--- config.mk ---
export PLATFORM = sky130hd
export DESIGN_NAME = mcs_sync_core
export DESIGN_NICKNAME = d
export VERILOG_FILES = /design/src/hdl/mcs_pkg.sv /design/src/hdl/mcs_sync_core.sv /design/src/hdl/mcs_fifo_ram.sv
export SDC_FILE = /design/constraint.sdc
export NUM_CORES = 1
export LEC_CHECK = 0
export BUFFER_PORTS_ARGS = -buffer_cell sky130_fd_sc_hd__buf_2
export CORE_UTILIZATION = 60
export DETAILED_ROUTE_END_ITERATION = 16
export PLACE_DENSITY = 0.88
export SLEW_MARGIN = 10
export SYNTH_ARGS = -nofsm -noshare
export SYNTH_HDL_FRONTEND = slang
export SYNTH_HIERARCHICAL = 1
export SYNTH_SLANG_ARGS = --single-unit
--- constraint.sdc ---
create_clock -name core_clk -period 2.7 [get_ports core_clk]
set_input_delay 0.405 -clock core_clk [delete_from_list [all_inputs] [get_ports core_clk]]
set_output_delay 0.405 -clock core_clk [all_outputs]
set_load 0.05 [all_outputs]
--- src/hdl/mcs_pkg.sv ---
// Constants, register map and state types of the multichip sync block.
// Assumes nothing of its surroundings; compiled before all design files.
package mcs_pkg;

	// Register map on the register port
	localparam logic [7:0] SYNC_CONTROL_ADDR = 8'h10;
	localparam logic [7:0] SYNC_STATUS_ADDR  = 8'h12;
	localparam logic [7:0] SYNC_CONTROL_RST  = 8'h00;

	// Field positions in sync_control
	localparam int CTRL_ENABLE_BIT   = 7;
	localparam int CTRL_DATARATE_BIT = 6;
	localparam int CTRL_SOFTALN_BIT  = 5;
	localparam int CTRL_PERIODIC_BIT = 3;
	localparam int CTRL_AVG_LSB      = 0;
	localparam int CTRL_AVG_W        = 3;

	// Field positions in sync_status
	localparam int STAT_LOST_BIT   = 7;
	localparam int STAT_LOCKED_BIT = 6;

	// Lock timing: (LOCK_BASE + averaging) x multiplier sample cycles
	localparam int LOCK_BASE     = 11;
	localparam int LOCK_MIN_MULT = 64;
	localparam int LOCK_MAX_MULT = 128;
	localparam int LOCK_CNT_W    = 12;

	// Elastic FIFO geometry and reset offset
	localparam int         FIFO_DEPTH  = 8;
	localparam int         FIFO_AW     = 3;
	localparam logic [2:0] WR_PTR_RST  = 3'h0;
	localparam logic [2:0] RD_PTR_RST  = 3'h4;
	localparam logic [1:0] FRAME_WORDS = 2'h2;

	// Sync state machine, Gray coded along idle-align-locked-lost
	typedef enum logic [1:0] {
		MCS_IDLE   = 2'b00,
		MCS_ALIGN  = 2'b01,
		MCS_LOCKED = 2'b11,
		MCS_LOST   = 2'b10
	} mcs_state_t;

endpackage

--- src/hdl/mcs_sync_core.sv ---
// Multichip sync logic: clock generation phase, back-end lock, FIFO align.
// Assumes all inputs synchronous to core_clk, the converter sample clock.
//
// Behaviour
// - Synced parts share clock generation state and read aligned FIFO data
// - Keep fixed relation between phase counter, FIFO output and sync edge
// - Data rate mode syncs per data word; FIFO rate per eight words
// - Data rate mode resets FIFO read point on every realign, no elasticity
// - Clock multiplier in use forces data rate mode
// - Sub-cycle alignment needs only the reference sync clock; align strobe resets the FIFO pointers
// - Soft FIFO align by register write aligns within two data clocks
// - With clock multiplier, reference input doubles as sync signal
// - Status bit 6 reads high once phase is constant to sync signal
// - Status bit 7 flags lost sync, sticky through relock until control is rewritten
// - Lock only after (11+avg)x64 to (11+avg)x128 stable sample cycles
`timescale 1ns/100ps
`default_nettype none
module mcs_sync_core #(
	parameter int DATA_W   = 16,
	parameter int DATA_DIV = 2
) (
	// Clock and reset
	input  wire logic              core_clk,
	input  wire logic              nrst,
	// Register port
	input  wire logic              reg_wr,
	input  wire logic [7:0]        reg_addr,
	input  wire logic [7:0]        reg_wdata,
	output var  logic [7:0]        reg_rdata_q,
	// Clocking mode
	input  wire logic              pll_mode,
	// Link from the data source
	input  wire logic              reference_sync_clock_in,
	input  wire logic              input_data_clock,
	input  wire logic              fifo_align_strobe,
	input  wire logic [DATA_W-1:0] data_in,
	// Sample stream to the converter core
	output var  logic [DATA_W-1:0] sample_q,
	output var  logic              sample_valid_q,
	input  wire logic              sample_ready,
	// Status
	output var  logic              sync_locked_q
);

	localparam int SW = (DATA_DIV > 2) ? $clog2(DATA_DIV) : 1;
	localparam logic [SW-1:0] SUB_LAST = SW'(DATA_DIV - 1);
	localparam int AW = mcs_pkg::FIFO_AW;

	// Lock threshold in sample cycles for an averaging setting
	function automatic logic [mcs_pkg::LOCK_CNT_W-1:0] lock_target(
		input logic [2:0] avg,
		input int         mult
	);
		lock_target = mcs_pkg::LOCK_CNT_W'((mcs_pkg::LOCK_BASE + int'(avg))
			* mult);
	endfunction

	////////////////////////////////////////////////////////////////////
	// Sync state group

	mcs_pkg::mcs_state_t           state_q, state_d;
	logic [7:0]                    ctrl_q, ctrl_d;
	logic [SW-1:0]                 sub_q, sub_d;
	logic [2:0]                    word_q, word_d;
	logic [mcs_pkg::LOCK_CNT_W-1:0] lock_cnt_q, lock_cnt_d;
	logic                          lost_q, lost_d;
	logic                          ref_prev_q;
	logic                          soft_aln, realign, eff_drate;
	logic                          ref_edge, at_zero, enable, ctrl_wr;
	logic [2:0]                    avg;

	// Next values of control, phase counters and lock tracking
	always_comb begin
		ctrl_wr  = reg_wr && (reg_addr == mcs_pkg::SYNC_CONTROL_ADDR);
		ctrl_d   = ctrl_q;
		soft_aln = 1'b0;
		lost_d   = lost_q;
		if (ctrl_wr) begin
			ctrl_d = reg_wdata;
			ctrl_d[mcs_pkg::CTRL_SOFTALN_BIT] = 1'b0; // Self clearing
			soft_aln = reg_wdata[mcs_pkg::CTRL_SOFTALN_BIT];
			lost_d = 1'b0; // Cleared by rewriting control
		end
		enable = ctrl_q[mcs_pkg::CTRL_ENABLE_BIT];
		avg    = ctrl_q[mcs_pkg::CTRL_AVG_LSB +: mcs_pkg::CTRL_AVG_W];
		eff_drate = ctrl_q[mcs_pkg::CTRL_DATARATE_BIT] | pll_mode;
		// one reference input is the sync
		ref_edge = reference_sync_clock_in & ~ref_prev_q;
		at_zero = (sub_q == '0) && (eff_drate || word_q == 3'h0);
		// Free running clock generation phase
		if (sub_q == SUB_LAST) begin
			sub_d  = '0;
			word_d = word_q + 3'h1;
		end else begin
			sub_d  = sub_q + SW'(1);
			word_d = word_q;
		end
		realign    = 1'b0;
		state_d    = state_q;
		lock_cnt_d = lock_cnt_q;
		case (state_q)
			mcs_pkg::MCS_IDLE: begin
				lock_cnt_d = '0;
				if (enable) begin
					state_d = mcs_pkg::MCS_ALIGN;
				end
			end
			mcs_pkg::MCS_ALIGN: begin
				if (!enable) begin
					state_d = mcs_pkg::MCS_IDLE;
				end else if (ref_edge && !at_zero) begin
					realign    = 1'b1;
					lock_cnt_d = '0;
				end else if (lock_cnt_q >= lock_target(avg,
						mcs_pkg::LOCK_MIN_MULT)) begin
					state_d = mcs_pkg::MCS_LOCKED;
				end else begin
					lock_cnt_d = lock_cnt_q + 1'b1;
				end
			end
			mcs_pkg::MCS_LOCKED: begin
				if (!enable) begin
					state_d = mcs_pkg::MCS_IDLE;
				end else if (ref_edge && !at_zero) begin
					lost_d = 1'b1;
					if (ctrl_q[mcs_pkg::CTRL_PERIODIC_BIT]) begin
						realign    = 1'b1;
						lock_cnt_d = '0;
						state_d    = mcs_pkg::MCS_ALIGN;
					end else begin
						state_d = mcs_pkg::MCS_LOST;
					end
				end
			end
			mcs_pkg::MCS_LOST: begin
				if (!enable) begin
					state_d = mcs_pkg::MCS_IDLE;
				end
			end
			default: begin
				state_d = mcs_pkg::MCS_IDLE;
			end
		endcase
		if (realign) begin
			sub_d  = SW'(1);
			word_d = 3'h0;
		end
	end

	// Registers of the sync group
	always_ff @(posedge core_clk) begin
		if (!nrst) begin
			state_q       <= mcs_pkg::MCS_IDLE;
			ctrl_q        <= mcs_pkg::SYNC_CONTROL_RST;
			sub_q         <= '0;
			word_q        <= 3'h0;
			lock_cnt_q    <= '0;
			lost_q        <= 1'b0;
			ref_prev_q    <= 1'b0;
			sync_locked_q <= 1'b0;
		end else begin
			state_q       <= state_d;
			ctrl_q        <= ctrl_d;
			sub_q         <= sub_d;
			word_q        <= word_d;
			lock_cnt_q    <= lock_cnt_d;
			lost_q        <= lost_d;
			ref_prev_q    <= reference_sync_clock_in;
			sync_locked_q <= (state_d == mcs_pkg::MCS_LOCKED);
		end
	end

	////////////////////////////////////////////////////////////////////
	// FIFO and output buffer group

	logic [AW-1:0]     wr_ptr_q, wr_ptr_d, rd_ptr_q, rd_ptr_d;
	logic [1:0]        frame_cnt_q, frame_cnt_d, cnt_q, cnt_d, c;
	logic [DATA_W-1:0] buf1_q, buf1_d, sample_d, ram_q;
	logic              dci_prev_q, pend_q, valid_d;
	logic              dci_edge, frame_fire, fifo_rst, rd_en, rd_ok, pop;
	logic [7:0]        rdata_d;

	// Write on data clock edge, read once per data period
	always_comb begin
		dci_edge = input_data_clock & ~dci_prev_q;
		frame_cnt_d = frame_cnt_q;
		if (!fifo_align_strobe) begin
			frame_cnt_d = 2'h0;
		end else if (dci_edge && frame_cnt_q != mcs_pkg::FRAME_WORDS) begin
			frame_cnt_d = frame_cnt_q + 2'h1;
		end
		frame_fire = fifo_align_strobe && dci_edge
			&& (frame_cnt_q == mcs_pkg::FRAME_WORDS - 2'h1);
		// strobe and sync edge both align
		fifo_rst = frame_fire | soft_aln | realign;
		// Stall on full buffer trades a late word for no loss
		rd_ok = (cnt_q == 2'h0) || (cnt_q == 2'h1 && !pend_q);
		rd_en = (sub_q == '0) && rd_ok && !fifo_rst;
		if (fifo_rst) begin
			wr_ptr_d = mcs_pkg::WR_PTR_RST;
			rd_ptr_d = mcs_pkg::RD_PTR_RST;
		end else begin
			wr_ptr_d = wr_ptr_q + AW'(dci_edge);
			rd_ptr_d = rd_ptr_q + AW'(rd_en);
		end
		// Two entry buffer: pop first, then push the RAM word
		pop      = sample_valid_q & sample_ready;
		sample_d = sample_q;
		buf1_d   = buf1_q;
		c        = cnt_q;
		if (pop) begin
			sample_d = buf1_q;
			c        = c - 2'h1;
		end
		if (pend_q) begin
			if (c == 2'h0) begin
				sample_d = ram_q;
			end else begin
				buf1_d = ram_q;
			end
			c = c + 2'h1;
		end
		cnt_d   = c;
		valid_d = (c != 2'h0);
		rdata_d = 8'h00;
		if (reg_addr == mcs_pkg::SYNC_CONTROL_ADDR) begin
			rdata_d = ctrl_q;
		end else if (reg_addr == mcs_pkg::SYNC_STATUS_ADDR) begin
			rdata_d[mcs_pkg::STAT_LOST_BIT]   = lost_q;
			rdata_d[mcs_pkg::STAT_LOCKED_BIT] = sync_locked_q;
			rdata_d[2:0] = word_q;
		end
	end

	// Registers of the data group
	always_ff @(posedge core_clk) begin
		if (!nrst) begin
			wr_ptr_q       <= mcs_pkg::WR_PTR_RST;
			rd_ptr_q       <= mcs_pkg::RD_PTR_RST;
			frame_cnt_q    <= 2'h0;
			dci_prev_q     <= 1'b0;
			pend_q         <= 1'b0;
			cnt_q          <= 2'h0;
			buf1_q         <= '0;
			sample_q       <= '0;
			sample_valid_q <= 1'b0;
			reg_rdata_q    <= 8'h00;
		end else begin
			wr_ptr_q       <= wr_ptr_d;
			rd_ptr_q       <= rd_ptr_d;
			frame_cnt_q    <= frame_cnt_d;
			dci_prev_q     <= input_data_clock;
			pend_q         <= rd_en;
			cnt_q          <= cnt_d;
			buf1_q         <= buf1_d;
			sample_q       <= sample_d;
			sample_valid_q <= valid_d;
			reg_rdata_q    <= rdata_d;
		end
	end

	// Elastic FIFO storage
	mcs_fifo_ram #(
		.W     (DATA_W),
		.DEPTH (mcs_pkg::FIFO_DEPTH),
		.AW    (AW)
	) u_ram (
		.core_clk  (core_clk),
		.nrst      (nrst),
		.wr_en     (dci_edge),
		.wr_addr   (wr_ptr_q),
		.wr_data   (data_in),
		.rd_en     (rd_en),
		.rd_addr   (rd_ptr_q),
		.rd_data_q (ram_q)
	);
endmodule
`default_nettype wire

--- src/hdl/mcs_fifo_ram.sv ---
// Storage of the elastic input FIFO with one write and one read port.
// Assumes one clock; read data appear one edge after rd_en.
`timescale 1ns/100ps
`default_nettype none
module mcs_fifo_ram #(
	parameter int W     = 16,
	parameter int DEPTH = 8,
	parameter int AW    = 3
) (
	// Clock and reset
	input  wire logic          core_clk,
	input  wire logic          nrst,
	// Write port
	input  wire logic          wr_en,
	input  wire logic [AW-1:0] wr_addr,
	input  wire logic [W-1:0]  wr_data,
	// Read port
	input  wire logic          rd_en,
	input  wire logic [AW-1:0] rd_addr,
	output var  logic [W-1:0]  rd_data_q
);

	logic [W-1:0] mem [DEPTH];

	// Array has no reset; only read data are cleared
	always_ff @(posedge core_clk) begin
		if (wr_en) begin
			mem[wr_addr] <= wr_data;
		end
	end

	// Registered read
	always_ff @(posedge core_clk) begin
		if (!nrst) begin
			rd_data_q <= '0;
		end else if (rd_en) begin
			rd_data_q <= mem[rd_addr];
		end
	end

endmodule
`default_nettype wire

==> out/results.txt, run 1 <==
Status = completed
Share of cells above drive strength 1 = 20.4%
CTS tree = done
Die H = 127 um
Starting density of the core = 61.4%
Max Cap Viol = 0
Full die area = 0.0160 sq mm
RSZ-0062 raised after global routing = false
Drt total wl = 19300 um
Crit path launch type = register
Largest family of logic cells by synthesized area = compound AO/OA/AOI/OAI gates
Synth Register Bits = 224
Yosys warns = 6
Post-synthesis simple-gate area fraction = 10.6%
PortBufs = 64
Area growth syn-to-layout = 13.4%
Cell Area, Placed = 0.00979 sq mm
Clock buffer depth = 3
Die width = 127 um
Critical Path Sink Type = register
Syn Area/Cell = 12.7 sq um
Final setup vio count = 0
Primary FF master, synth = edfxtp_1
Clock transition at path regs = 0.06 ns
Mux cell area share after synthesis = 8.84%
Synth Area in Compound Gates = 11.4%
Congestion Overflow GR = 0
Leading area contributor after synthesis = edfxtp_1
H-tree Lvls = 1
Initial antenna violation count = 1
Critical Path AT = 2.95 ns
Via/cell ratio = 6.09
Clk_lat worst skew = 0.52 ns
Synthesized area = 0.00930 sq mm
Hold_buf cts = 0
Num rows = 45
Clock Skew = 0.0199 ns
Largest net degree at the start of global routing = 53
Max FO, Critical Path = 12
Filler Cell Count = 984
Top cells by area, synth = edfxtp_1 (41%), dfxtp_1 (21%), mux2i_1 (4.8%)
Worst slew margin = 52.7%
Final Cell Area = 0.0106 sq mm
Leakage = 0.00398 uW
Synth async-reset ratio = 0%
Slew Viols, Final = 0
Setup TNS = 0 ns
Vias = 6138
Nets = 863
Pre-CTS WS = -0.0121 ns
Final setup margin = 0.143 ns
XOR/XNOR share of the synthesized area = 0.659%
Vias in the first global route = 6066
Adder-cell share of the synthesized area = 2.69%
Required time of the critical path = 3.09 ns
Root buf cell = clkbuf_16
Post-synth top area share = 41.3%
Yosys cell types = 58
Syn_nets = 794
Iter 0 DRT Violations = 659
Post-route ant nets = 0
Setup Fix Bufs, Post-CTS = 0
Clock sinks = 224
Ports = 66
Wire per inst = 19.1 um
Pwr Density = 901 mW/mm^2
Drt pass-1 iters = 7
Maximum vdd drop = 0.000658 V
Hpwl dp = 11900 um
Hold Fails Final Rpt = 0
Cts bufs inserted = 23
Hold Crit Class = in -> reg
WS Path Type = reg -> reg
Hold Slack = 0.146 ns
Minimum clock period = 2.56 ns
Synth Instances = 734
Period utilization = 94.7%
CORE AREA = 0.0151 sq mm
Ant diodes = 0
DRC violations left = 0
FMAX = 391 MHz
Seq/Total Area, Yosys = 62.0%
First-pass GRT wire length = 30700 um
Worst Max-Slew Pin Slew = 0.708 ns
GR Util All Layers = 24.4%
GP Congestion = 0.843
Number of synthesized flops with an enable pin = 128
-- path summary, 6_finish.rpt --
check	start	slack [ns]	endpoint	cells after the start
worst max-delay path	ctrl_q[0]	0.14	lock_cnt_q[9]	11
worst min register to register	buf1_q[2]	0.46	buf1_q[2]	2
worst max register to register	ctrl_q[0]	0.14	lock_cnt_q[9]	11
worst min-delay path	reference_sync_clock_in	0.15	ref_prev_q	2
-- power breakdown --
part / leakage (uW) / internal, uW / switching, uW / total (uW)
logic: 0.00168 / 835 / 1360 / 2190
clock network: 0.000362 / 1860 / 1270 / 3140
registers: 0.00194 / 3920 / 261 / 4180
-- state kept, by name (all words and copies together) (netlist names) --
| name | count |
|---|---|
| u_ram/mem | 128 |
| buf1_q | 16 |
| sample_q | 16 |
| u_ram/rd_data_q | 16 |
| lock_cnt_q | 12 |
| ctrl_q | 7 |
| reg_rdata_q | 7 |
| rd_ptr_q | 3 |
| word_q | 3 |
| wr_ptr_q | 3 |
| cnt_q | 2 |
| frame_cnt_q | 2 |
| state_q | 2 |
| dci_prev_q | 1 |
| lost_q | 1 |
| pend_q | 1 |
| ref_prev_q | 1 |
| sample_valid_q | 1 |
| sub_q | 1 |
| sync_locked_q | 1 |
-- Yosys cell counts, types with 16 or more instances --
cell type / number
edfxtp_1: 128
dfxtp_1: 96
nand2_1: 72
mux2i_1: 45
nand3_1: 39
mux2_2: 33
nor2_1: 28
clkbuf_1: 24
ha_1: 20
inv_1: 20
a21oi_1: 19
a21boi_0: 18
o21ai_0: 18
o211a_1: 16
-- layout make-up --
cell class | count | area (sq um) | share of cell area [%]
flip-flops and latches | 224 | 5770 | 54.6
inverters | 20 | 75.1 | 0.711
clock inverters | 8 | 110 | 1.04
well taps | 188 | 235 | 2.23
multi-input cells | 447 | 3220 | 30.5
clock buffers | 34 | 647 | 6.13
repair buffers | 87 | 505 | 4.79
-- cells in the final DEF, fill, tap and decap left out, types with 4 or more instances in the layout --
| cell | synthesis | final |
|---|---|---|
| o21ai_0 | 18 | 18 |
| nand3_1 | 39 | 39 |
| mux2_2 | 33 | 33 |
| nor2_1 | 28 | 28 |
| inv_1 | 20 | 20 |
| buf_2 | 8 | 64 |
| nor2b_1 | 11 | 11 |
| or3_1 | 7 | 7 |
| o32ai_1 | 6 | 6 |
| clkbuf_1 | 24 | 8 |
| nand2b_1 | 8 | 8 |
| a221o_1 | 13 | 13 |
| a21oi_1 | 19 | 19 |
| o2111ai_1 | 4 | 4 |
| dfxtp_1 | 96 | 95 |
| nor3_1 | 7 | 5 |
| o22ai_1 | 13 | 13 |
| clkbuf_16 | 0 | 23 |
| ha_1 | 20 | 20 |
| a31o_1 | 7 | 7 |
| buf_4 | 1 | 22 |
| nor3b_1 | 6 | 6 |
| xnor2_1 | 6 | 6 |
| edfxtp_1 | 128 | 128 |
| a21boi_0 | 18 | 18 |
| nand2_1 | 72 | 72 |
| o211a_1 | 16 | 16 |
| mux2i_1 | 45 | 45 |
| and2_1 | 9 | 9 |
| nor4_1 | 4 | 4 |
-- per-stage QoR --
stage / power [uW] / util (%) / cells
finish: 9510 / 69.7 / 1008
global route: 9860 / 69.7 / 1008
CTS: 9530 / 69.7 / 1008
detailed placement: 6390 / 64.6 / 966
global placement: 6280 / 64.6 / 966
floorplan: 5910 / - / 734
-- worst max-delay path, stage by stage, from the launching register on --
cell and delay, ns:
dfxtp_1 0.34, inv_1 0.09, ha_1 0.15, inv_1 0.05, ha_1 0.27, inv_1 0.04, ha_1 0.18, a21o_1 0.19
a211oi_2 0.30, o2111ai_1 0.20, o21a_2 0.25, a311o_1 0.38
-- cells by family after synthesis --
kind of cell	count (synthesis)
other	1
XOR/XNOR	7
multiplexers	78
adder cells (fa/ha/maj)	20
AO/OA/AOI/OAI	138
buffers and inverters	63
AND/OR/NAND/NOR	203
flip-flops	224
-- routing by layer --
layer	vias to the layer above	GRT usage, %	part of all wire (%)
li1	2872	-	-
met1	2988	31.7	41
met2	237	41.8	50
met3	39	4.22	7.0
met4	2	8.08	1.9
met5	-	0	0.052
-- timing repair --
action | CTS | global route
pin swaps | 0 | 0
gates resized for setup | 2 | 1
endpoints found under the setup margin | 1 | 2
(Power assumes the default switching activity.)
==> run 2: changes to the inputs <==
ABC_AREA = 1   (was not set)
==> run 2 against run 1 <==
Compared with the run above: global-route usage grew 1.6 points; die area grew 8.1%; clock skew shrank 0.0069 ns; design area grew 8.2%; wire length grew 16%; critical path depth grew 4; worst setup slack gained 0.12 ns; core utilization grew 1.2 points; largest power group unchanged; combinational power grew 20%; sequential power grew 1%; highest routed layer is now met4; register-to-register slack gained 0.12 ns; clock power grew 13%.
==> out/results.txt, run 2 <==
Status = completed
Maximum vdd drop = 0.000871 V (+32%)
Syn_nets = 1198 (+51%)
Yosys warns = 6 (unchanged)
Period utilization = 90.2% (-4.5 points)
Ant diodes = 0 (unchanged)
Cells resized by post-CTS repair = 0 (-2)
Synth Register Bits = 224 (unchanged)
Die H = 132 um (+4.0%)
Synth async-reset ratio = 0% (unchanged)
Hold path cells = 3 (+1)
Pwr Density = 910 mW/mm^2 (+1.0%)
RSZ-0062 raised after global routing = false
Total power = 10400 uW (+9.4%)
Synthesized area = 0.0101 sq mm (+8.2%)
Vias in the first global route = 7601 (+25%)
Full die area = 0.0173 sq mm (+8.1%)
DRC violations left = 0 (unchanged)
Die width = 132 um (+4.0%)
Synth Instances = 1138 (+55%)
Root buf cell = clkbuf_16
Hold Crit Class = in -> reg
Sequential power share = 40.6% (-3.4 points)
Clock transition at path regs = 0.06 ns (about the same)
Starting density of the core = 62.5% (+1.0 points)
Top delay family on crit path = simple AND/OR/NAND/NOR gates
First-pass GRT wire length = 36100 um (+18%)
Hold Crit Endpoint = ref_prev_q
Largest net degree at the start of global routing = 66 (+25%)
Post-route ant nets = 0 (unchanged)
Clock sinks = 224 (unchanged)
Worst R2R Path Depth = 15 (+4)
Clk_lat worst skew = 0.51 ns (about the same)
Post-synth top area share = 38.2% (-3.1 points)
Max FO, Critical Path = 19 (+7)
Min-delay src = reference_sync_clock_in
CTS tree = done
WS Path Type = reg -> reg
Worst path bufs/invs = 3 (unchanged)
Cts bufs inserted = 24 (+4.3%)
Syn Area/Cell = 8.85 sq um (-30%)
Top cell by count, worst path = nand2_1
Worst slew margin = 53.1% (+0.42 points)
Worst-path cell chain = inv_1, ha_1, inv_1, ha_1, inv_1, ha_1, nand2_1, nor3_1, nand2_1, nand3_1, nand2_4, nand2_2, nand2_1, nand2_1, nor2_1
PortBufs = 64 (unchanged)
Congestion Overflow GR = 0 (unchanged)
Hold_buf cts = 0 (unchanged)
Largest register by flop count = u_ram/mem
Clock buffer depth = 3 (unchanged)
Nets = 1263 (+46%)
Yosys cell types = 35 (-40%)
Worst Max-Slew Pin Slew = 0.703 ns (-0.00460 ns)
CORE AREA = 0.0161 sq mm (+6.4%)
Commonest non-fill, non-tap cell in the layout = nand2_1
FMAX = 411 MHz (+5.0%)
Post-synth top cells = nand2_1 (240), inv_1 (201), nand3_1 (156)
P_int = 6940 uW (+4.9%)
RR Endpoint = lock_cnt_q[11]
Max FFs per register = 128 (unchanged)
Setup Fix Bufs, Post-CTS = 0 (unchanged)
Filler Cell Count = 1087 (+10%)
R2R Setup Slk = 0.26 ns (+0.12 ns)
Drt total wl = 22300 um (+16%)
Crit path launch type = register
Worst path max stage delay = 0.31 ns (-0.07 ns)
Final setup vio count = 0 (unchanged)
Hold Slack = 0.118 ns (-0.0278 ns)
Required time of the critical path = 3.10 ns (about the same)
Critical Path Sink Type = register
Final Cell Area = 0.0114 sq mm (+8.2%)
H-tree Lvls = 1 (unchanged)
Net Sw Frac = 33.2% (+2.9 points)
Clk pwr share = 34.2% (+1.2 points)
Number of synthesized flops with an enable pin = 128 (unchanged)
Ports = 66 (unchanged)
Inst Count DP = 1393 (+44%)
Hpwl dp = 13300 um (+12%)
Leading area contributor after synthesis = edfxtp_1
Clock Skew = 0.0130 ns (-0.00687 ns)
Gate power share = 25.3% (+2.2 points)
Minimum clock period = 2.44 ns (-0.122 ns)
Share of cells above drive strength 1 = 13.9% (-6.4 points)
GR Util All Layers = 26.0% (+1.6 points)
Wire per inst = 15.6 um (-19%)
GP Congestion = 0.862 (+2.2%)
Vias = 7905 (+29%)
Seq/Total Area, Yosys = 57.3% (-4.7 points)
Via/cell ratio = 5.50 (-9.7%)
Max stage delay cell, worst path = dfxtp_1
Cell Area, Placed = 0.0106 sq mm (+7.8%)
Setup TNS = 0 ns (unchanged)
Top-count cell post-synth = nand2_1
Iter 0 DRT Violations = 675 (+2.4%)
Top cells by area, synth = edfxtp_1 (38%), dfxtp_1 (19%), nand2_1 (8.9%)
RR Startpoint = ctrl_q[0]
P_sw = 3460 uW (+20%)
Most frequent cells in the layout = nand2_1 (240), inv_1 (201), nand3_1 (156)
Drt pass-1 iters = 5 (-2)
Initial antenna violation count = 0 (-1)
Primary FF master, synth = edfxtp_1
Max Cap Viol = 0 (unchanged)
Num rows = 46 (+2.2%)
Critical Path AT = 2.84 ns (-0.11 ns)
Area growth syn-to-layout = 13.5% (about the same)
Slew Viols, Final = 0 (unchanged)
Hold Fails Final Rpt = 0 (unchanged)
Leakage = 0.00526 uW (+32%)
Post-Layout Cell Count = 1437 (+43%)
==> run 2: cell types whose count changed after synthesis, sizes merged, moves of 18 or more <==
cell	change
a21oi	+21
nand2	+172
nand3	+122
mux2	-33
inv	+187
nor2	+73
mux2i	-45
a21boi	-18
o21ai	+24
==> run 2: how the worst max path moves through the flow <==
stage                         startpoint              to  slack, ns  cells after the start
final                          ctrl_q[0]  lock_cnt_q[11]       0.26                     15
after CTS                      ctrl_q[0]  lock_cnt_q[11]       0.26                     15
after global routing           ctrl_q[0]  lock_cnt_q[11]       0.02                     15
after detailed placement       ctrl_q[0]  lock_cnt_q[11]       0.41                     15
after floorplan           sample_valid_q       buf1_q[0]       0.44                      9
after global placement         ctrl_q[0]  lock_cnt_q[11]       0.50                     15
==> run 2: power groups by stage <==
stage               logic (uW)  registers [uW]  clock network [uW]
global route              2890            4250                3720
CTS                       2600            4210                3580
floorplan                 1740            4540                   0
finish                    2630            4220                3550
global placement          2460            4250                   0
detailed placement        2550            4270                   0
==> run 2: cell type report <==
type | count | area [sq um] | share of cell area [%]
clock inverters | 17 | 219 | 1.92
well taps | 216 | 270 | 2.37
inverters | 209 | 787 | 6.89
multi-input cells | 654 | 3210 | 28.1
flip-flops and latches | 224 | 5770 | 50.5
clock buffers | 27 | 653 | 5.72
repair buffers | 90 | 515 | 4.51
==> run 2: routing by layer <==
metal / track usage [%] / part of all wire (%) / vias to the layer above
met5: 0 / 0 / -
met4: 12.3 / 3.4 / 0
met3: 4.24 / 8.7 / 77
met2: 44.0 / 49 / 392
met1: 32.4 / 39 / 3661
li1: - / - / 3775
==> run 2: per-stage QoR <==
| stage | util, % | setup slack (ns) |
|---|---|---|
| after floorplan | - | 0.438 |
| after global placement | 65.5 | 0.500 |
| after detailed placement | 65.5 | 0.412 |
| after CTS | 70.9 | 0.255 |
| after global routing | 70.9 | 0.0244 |
| final | 70.9 | 0.264 |
==> run 2: cells by family after synthesis <==
kind of cell / count (synthesis) / synth area share, %
AOI/OAI and AO/OA: 112 / 6.97
xor gates and xnor gates: 7 / 0.609
adders and majority gates: 20 / 2.49
buffers and inverters: 260 / 10.8
DFF: 224 / 57.3
other: 1 / 0.0372
and+or+nand+nor: 514 / 21.8
==> run 2: worst register-to-register path, stage by stage, from the launching register on <==
cell	delay (ns)
dfxtp_1	0.31
inv_1	0.14
ha_1	0.18
inv_1	0.04
ha_1	0.26
inv_1	0.04
ha_1	0.26
nand2_1	0.05
nor3_1	0.24
nand2_1	0.13
nand3_1	0.16
nand2_4	0.17
nand2_2	0.18
nand2_1	0.06
nand2_1	0.06
nor2_1	0.05
==> run 3: changes to the inputs <==
RECOVER_POWER = 25   (was not set)
==> run 3 against run 2 <==
Compared with the run above: register-to-register slack about the same; global-route usage unchanged; worst setup slack improved by 0.0021 ns; via count decreased by 0.99%; wire length increased by 0.10%; design area decreased by 0.14%; sequential share of layout area increased by 0.072 points; clock skew about the same; critical path type unchanged; critical endpoint unchanged; highest routed layer unchanged.
==> out/results.txt, run 3 (same netlist as run 2, synthesis figures left out) <==
H-tree Lvls = 1 (unchanged)
Max FFs per register = 128 (unchanged)
PortBufs = 64 (unchanged)
Sequential Area = 0.00577 sq mm (unchanged)
GP Congestion = 0.862 (unchanged)
Leakage = 0.00522 uW (-0.68%)
FMAX = 411 MHz (about the same)
Setup TNS = 0 ns (unchanged)
CORE AREA = 0.0161 sq mm (unchanged)
Full die area = 0.0173 sq mm (unchanged)
Vias in the first global route = 7601 (unchanged)
Critical Path Sink Type = register
Multi-input logic area = 0.00321 sq mm (unchanged)
Crit path launch = ctrl_q[0]
Gate power share = 25.2% (about the same)
Wire per inst = 15.6 um (+0.10%)
Largest register by flop count = u_ram/mem
Worst setup path endpoint = lock_cnt_q[11]
Filler Cell Count = 1091 (+0.37%)
Cells resized by post-CTS repair = 0 (unchanged)
Commonest non-fill, non-tap cell in the layout = nand2_1
Clock buffer depth = 3 (unchanged)
Hold Fails Final Rpt = 0 (unchanged)
Clk_lat worst skew = 0.51 ns (about the same)
DRC violations left = 0 (unchanged)
Cts bufs inserted = 24 (unchanged)
CTS tree = done
GR Util All Layers = 26.0% (unchanged)
Clock transition at path regs = 0.06 ns (about the same)
Clock sinks = 224 (unchanged)
R2R Setup Slk = 0.27 ns (about the same)
Max FO, Critical Path = 19 (unchanged)
Congestion Overflow GR = 0 (unchanged)
Ant diodes = 0 (unchanged)
Status = completed
Sequential power share = 40.6% (about the same)
Nets = 1263 (unchanged)
Crit path launch type = register
Hold_buf cts = 0 (unchanged)
Ports = 66 (unchanged)
P_sw = 3460 uW (about the same)
RR Endpoint = lock_cnt_q[11]
Drt pass-1 iters = 11 (+6)
Hold Crit Class = in -> reg
Hpwl dp = 13300 um (unchanged)
Slew Viols, Final = 0 (unchanged)
Max Cap Viol = 0 (unchanged)
Post-route ant nets = 0 (unchanged)
Minimum clock period = 2.43 ns (-0.00207 ns)
Most frequent cells in the layout = nand2_1 (240), inv_1 (201), nand3_1 (156)
Setup Fix Bufs, Post-CTS = 0 (unchanged)
Share of cells above drive strength 1 = 12.9% (-1.1 points)
Worst R2R Path Depth = 15 (unchanged)
Starting density of the core = 62.5% (unchanged)
P_int = 6940 uW (about the same)
Iter 0 DRT Violations = 625 (-7.4%)
Total power = 10400 uW (about the same)
Critical Path AT = 2.84 ns (about the same)
Largest net degree at the start of global routing = 66 (unchanged)
Initial antenna violation count = 0 (unchanged)
Root buf cell = clkbuf_16
Period utilization = 90.1% (about the same)
Die H = 132 um (unchanged)
Clock Skew = 0.0129 ns (-0.0000901 ns)
Via/cell ratio = 5.45 (-0.99%)
Drt total wl = 22400 um (+0.10%)
RSZ-0062 raised after global routing = false
Required time of the critical path = 3.10 ns (about the same)
Clk pwr share = 34.2% (about the same)
Worst Max-Slew Pin Slew = 0.698 ns (-0.00453 ns)
First-pass GRT wire length = 36100 um (unchanged)
Num rows = 46 (unchanged)
Pwr Density = 911 mW/mm^2 (+0.15%)
Net Sw Frac = 33.3% (about the same)
WS Path Type = reg -> reg
Worst slew margin = 53.4% (+0.30 points)
Die width = 132 um (unchanged)
Maximum vdd drop = 0.000871 V (about the same)
Final setup vio count = 0 (unchanged)
RR Startpoint = ctrl_q[0]
Vias = 7827 (-0.99%)
Area growth syn-to-layout = 13.3%
[run 3: how the worst min path moves through the flow]
stage | start | to | slack, ns | depth (start not counted)
finish | reference_sync_clock_in | ref_prev_q | 0.12 | 3
global route | reference_sync_clock_in | ref_prev_q | 0.12 | 3
CTS | reference_sync_clock_in | ref_prev_q | 0.11 | 3
detailed placement | ctrl_q[4] | reg_rdata_q[4] | 0.44 | 2
global placement | ctrl_q[4] | reg_rdata_q[4] | 0.43 | 2
floorplan | ctrl_q[4] | reg_rdata_q[4] | 0.42 | 2
[run 3: cell type report]
type | count | area share, %
Clock inverter | 17 | 1.92
Timing Repair Buffer | 90 | 4.38
Multi-Input combinational cell | 654 | 28.2
Tap cell | 216 | 2.37
Sequential cell | 224 | 50.5
Clock buffer | 27 | 5.72
Inverter | 209 | 6.90
[run 3: through the flow]
step,util [%],area (sq um),setup slack [ns],hold slack [ns],cells
after floorplan,-,10100,0.438,0.416,1138
after global placement,65.5,10600,0.500,0.431,1393
after detailed placement,65.5,10600,0.412,0.435,1393
after CTS,70.9,11400,0.255,0.108,1437
after global routing,70.8,11400,0.0244,0.118,1437
final,70.8,11400,0.266,0.116,1437
[run 3: worst max-delay path, stage by stage (launching register included)]
cell and delay [ns]:
dfxtp_1 0.31, inv_1 0.14, ha_1 0.18, inv_1 0.04, ha_1 0.26, inv_1 0.04, ha_1 0.26, nand2_1 0.05
nor3_1 0.24, nand2_1 0.13, nand3_1 0.16, nand2_4 0.17, nand2_2 0.18, nand2_1 0.06, nand2_1 0.06, nor2_1 0.05
[run 3: per-layer routing]
metal	GRT usage, %	up-vias	wire, um
met2	44.0	394	10900
li1	-	3779	-
met1	32.4	3585	8890
met3	4.24	69	1850
met5	0	-	0
met4	12.3	0	733
[run 3: power groups by stage]
stage          Sequential (uW)  Combinational [uW]  Clock [uW]
2_1_floorplan             4540                1740           0
3_5_place_dp              4270                2550           0
5_1_grt                   4250                2880        3720
6_report                  4220                2620        3550
3_3_place_gp              4250                2460           0
4_1_cts                   4210                2600        3580
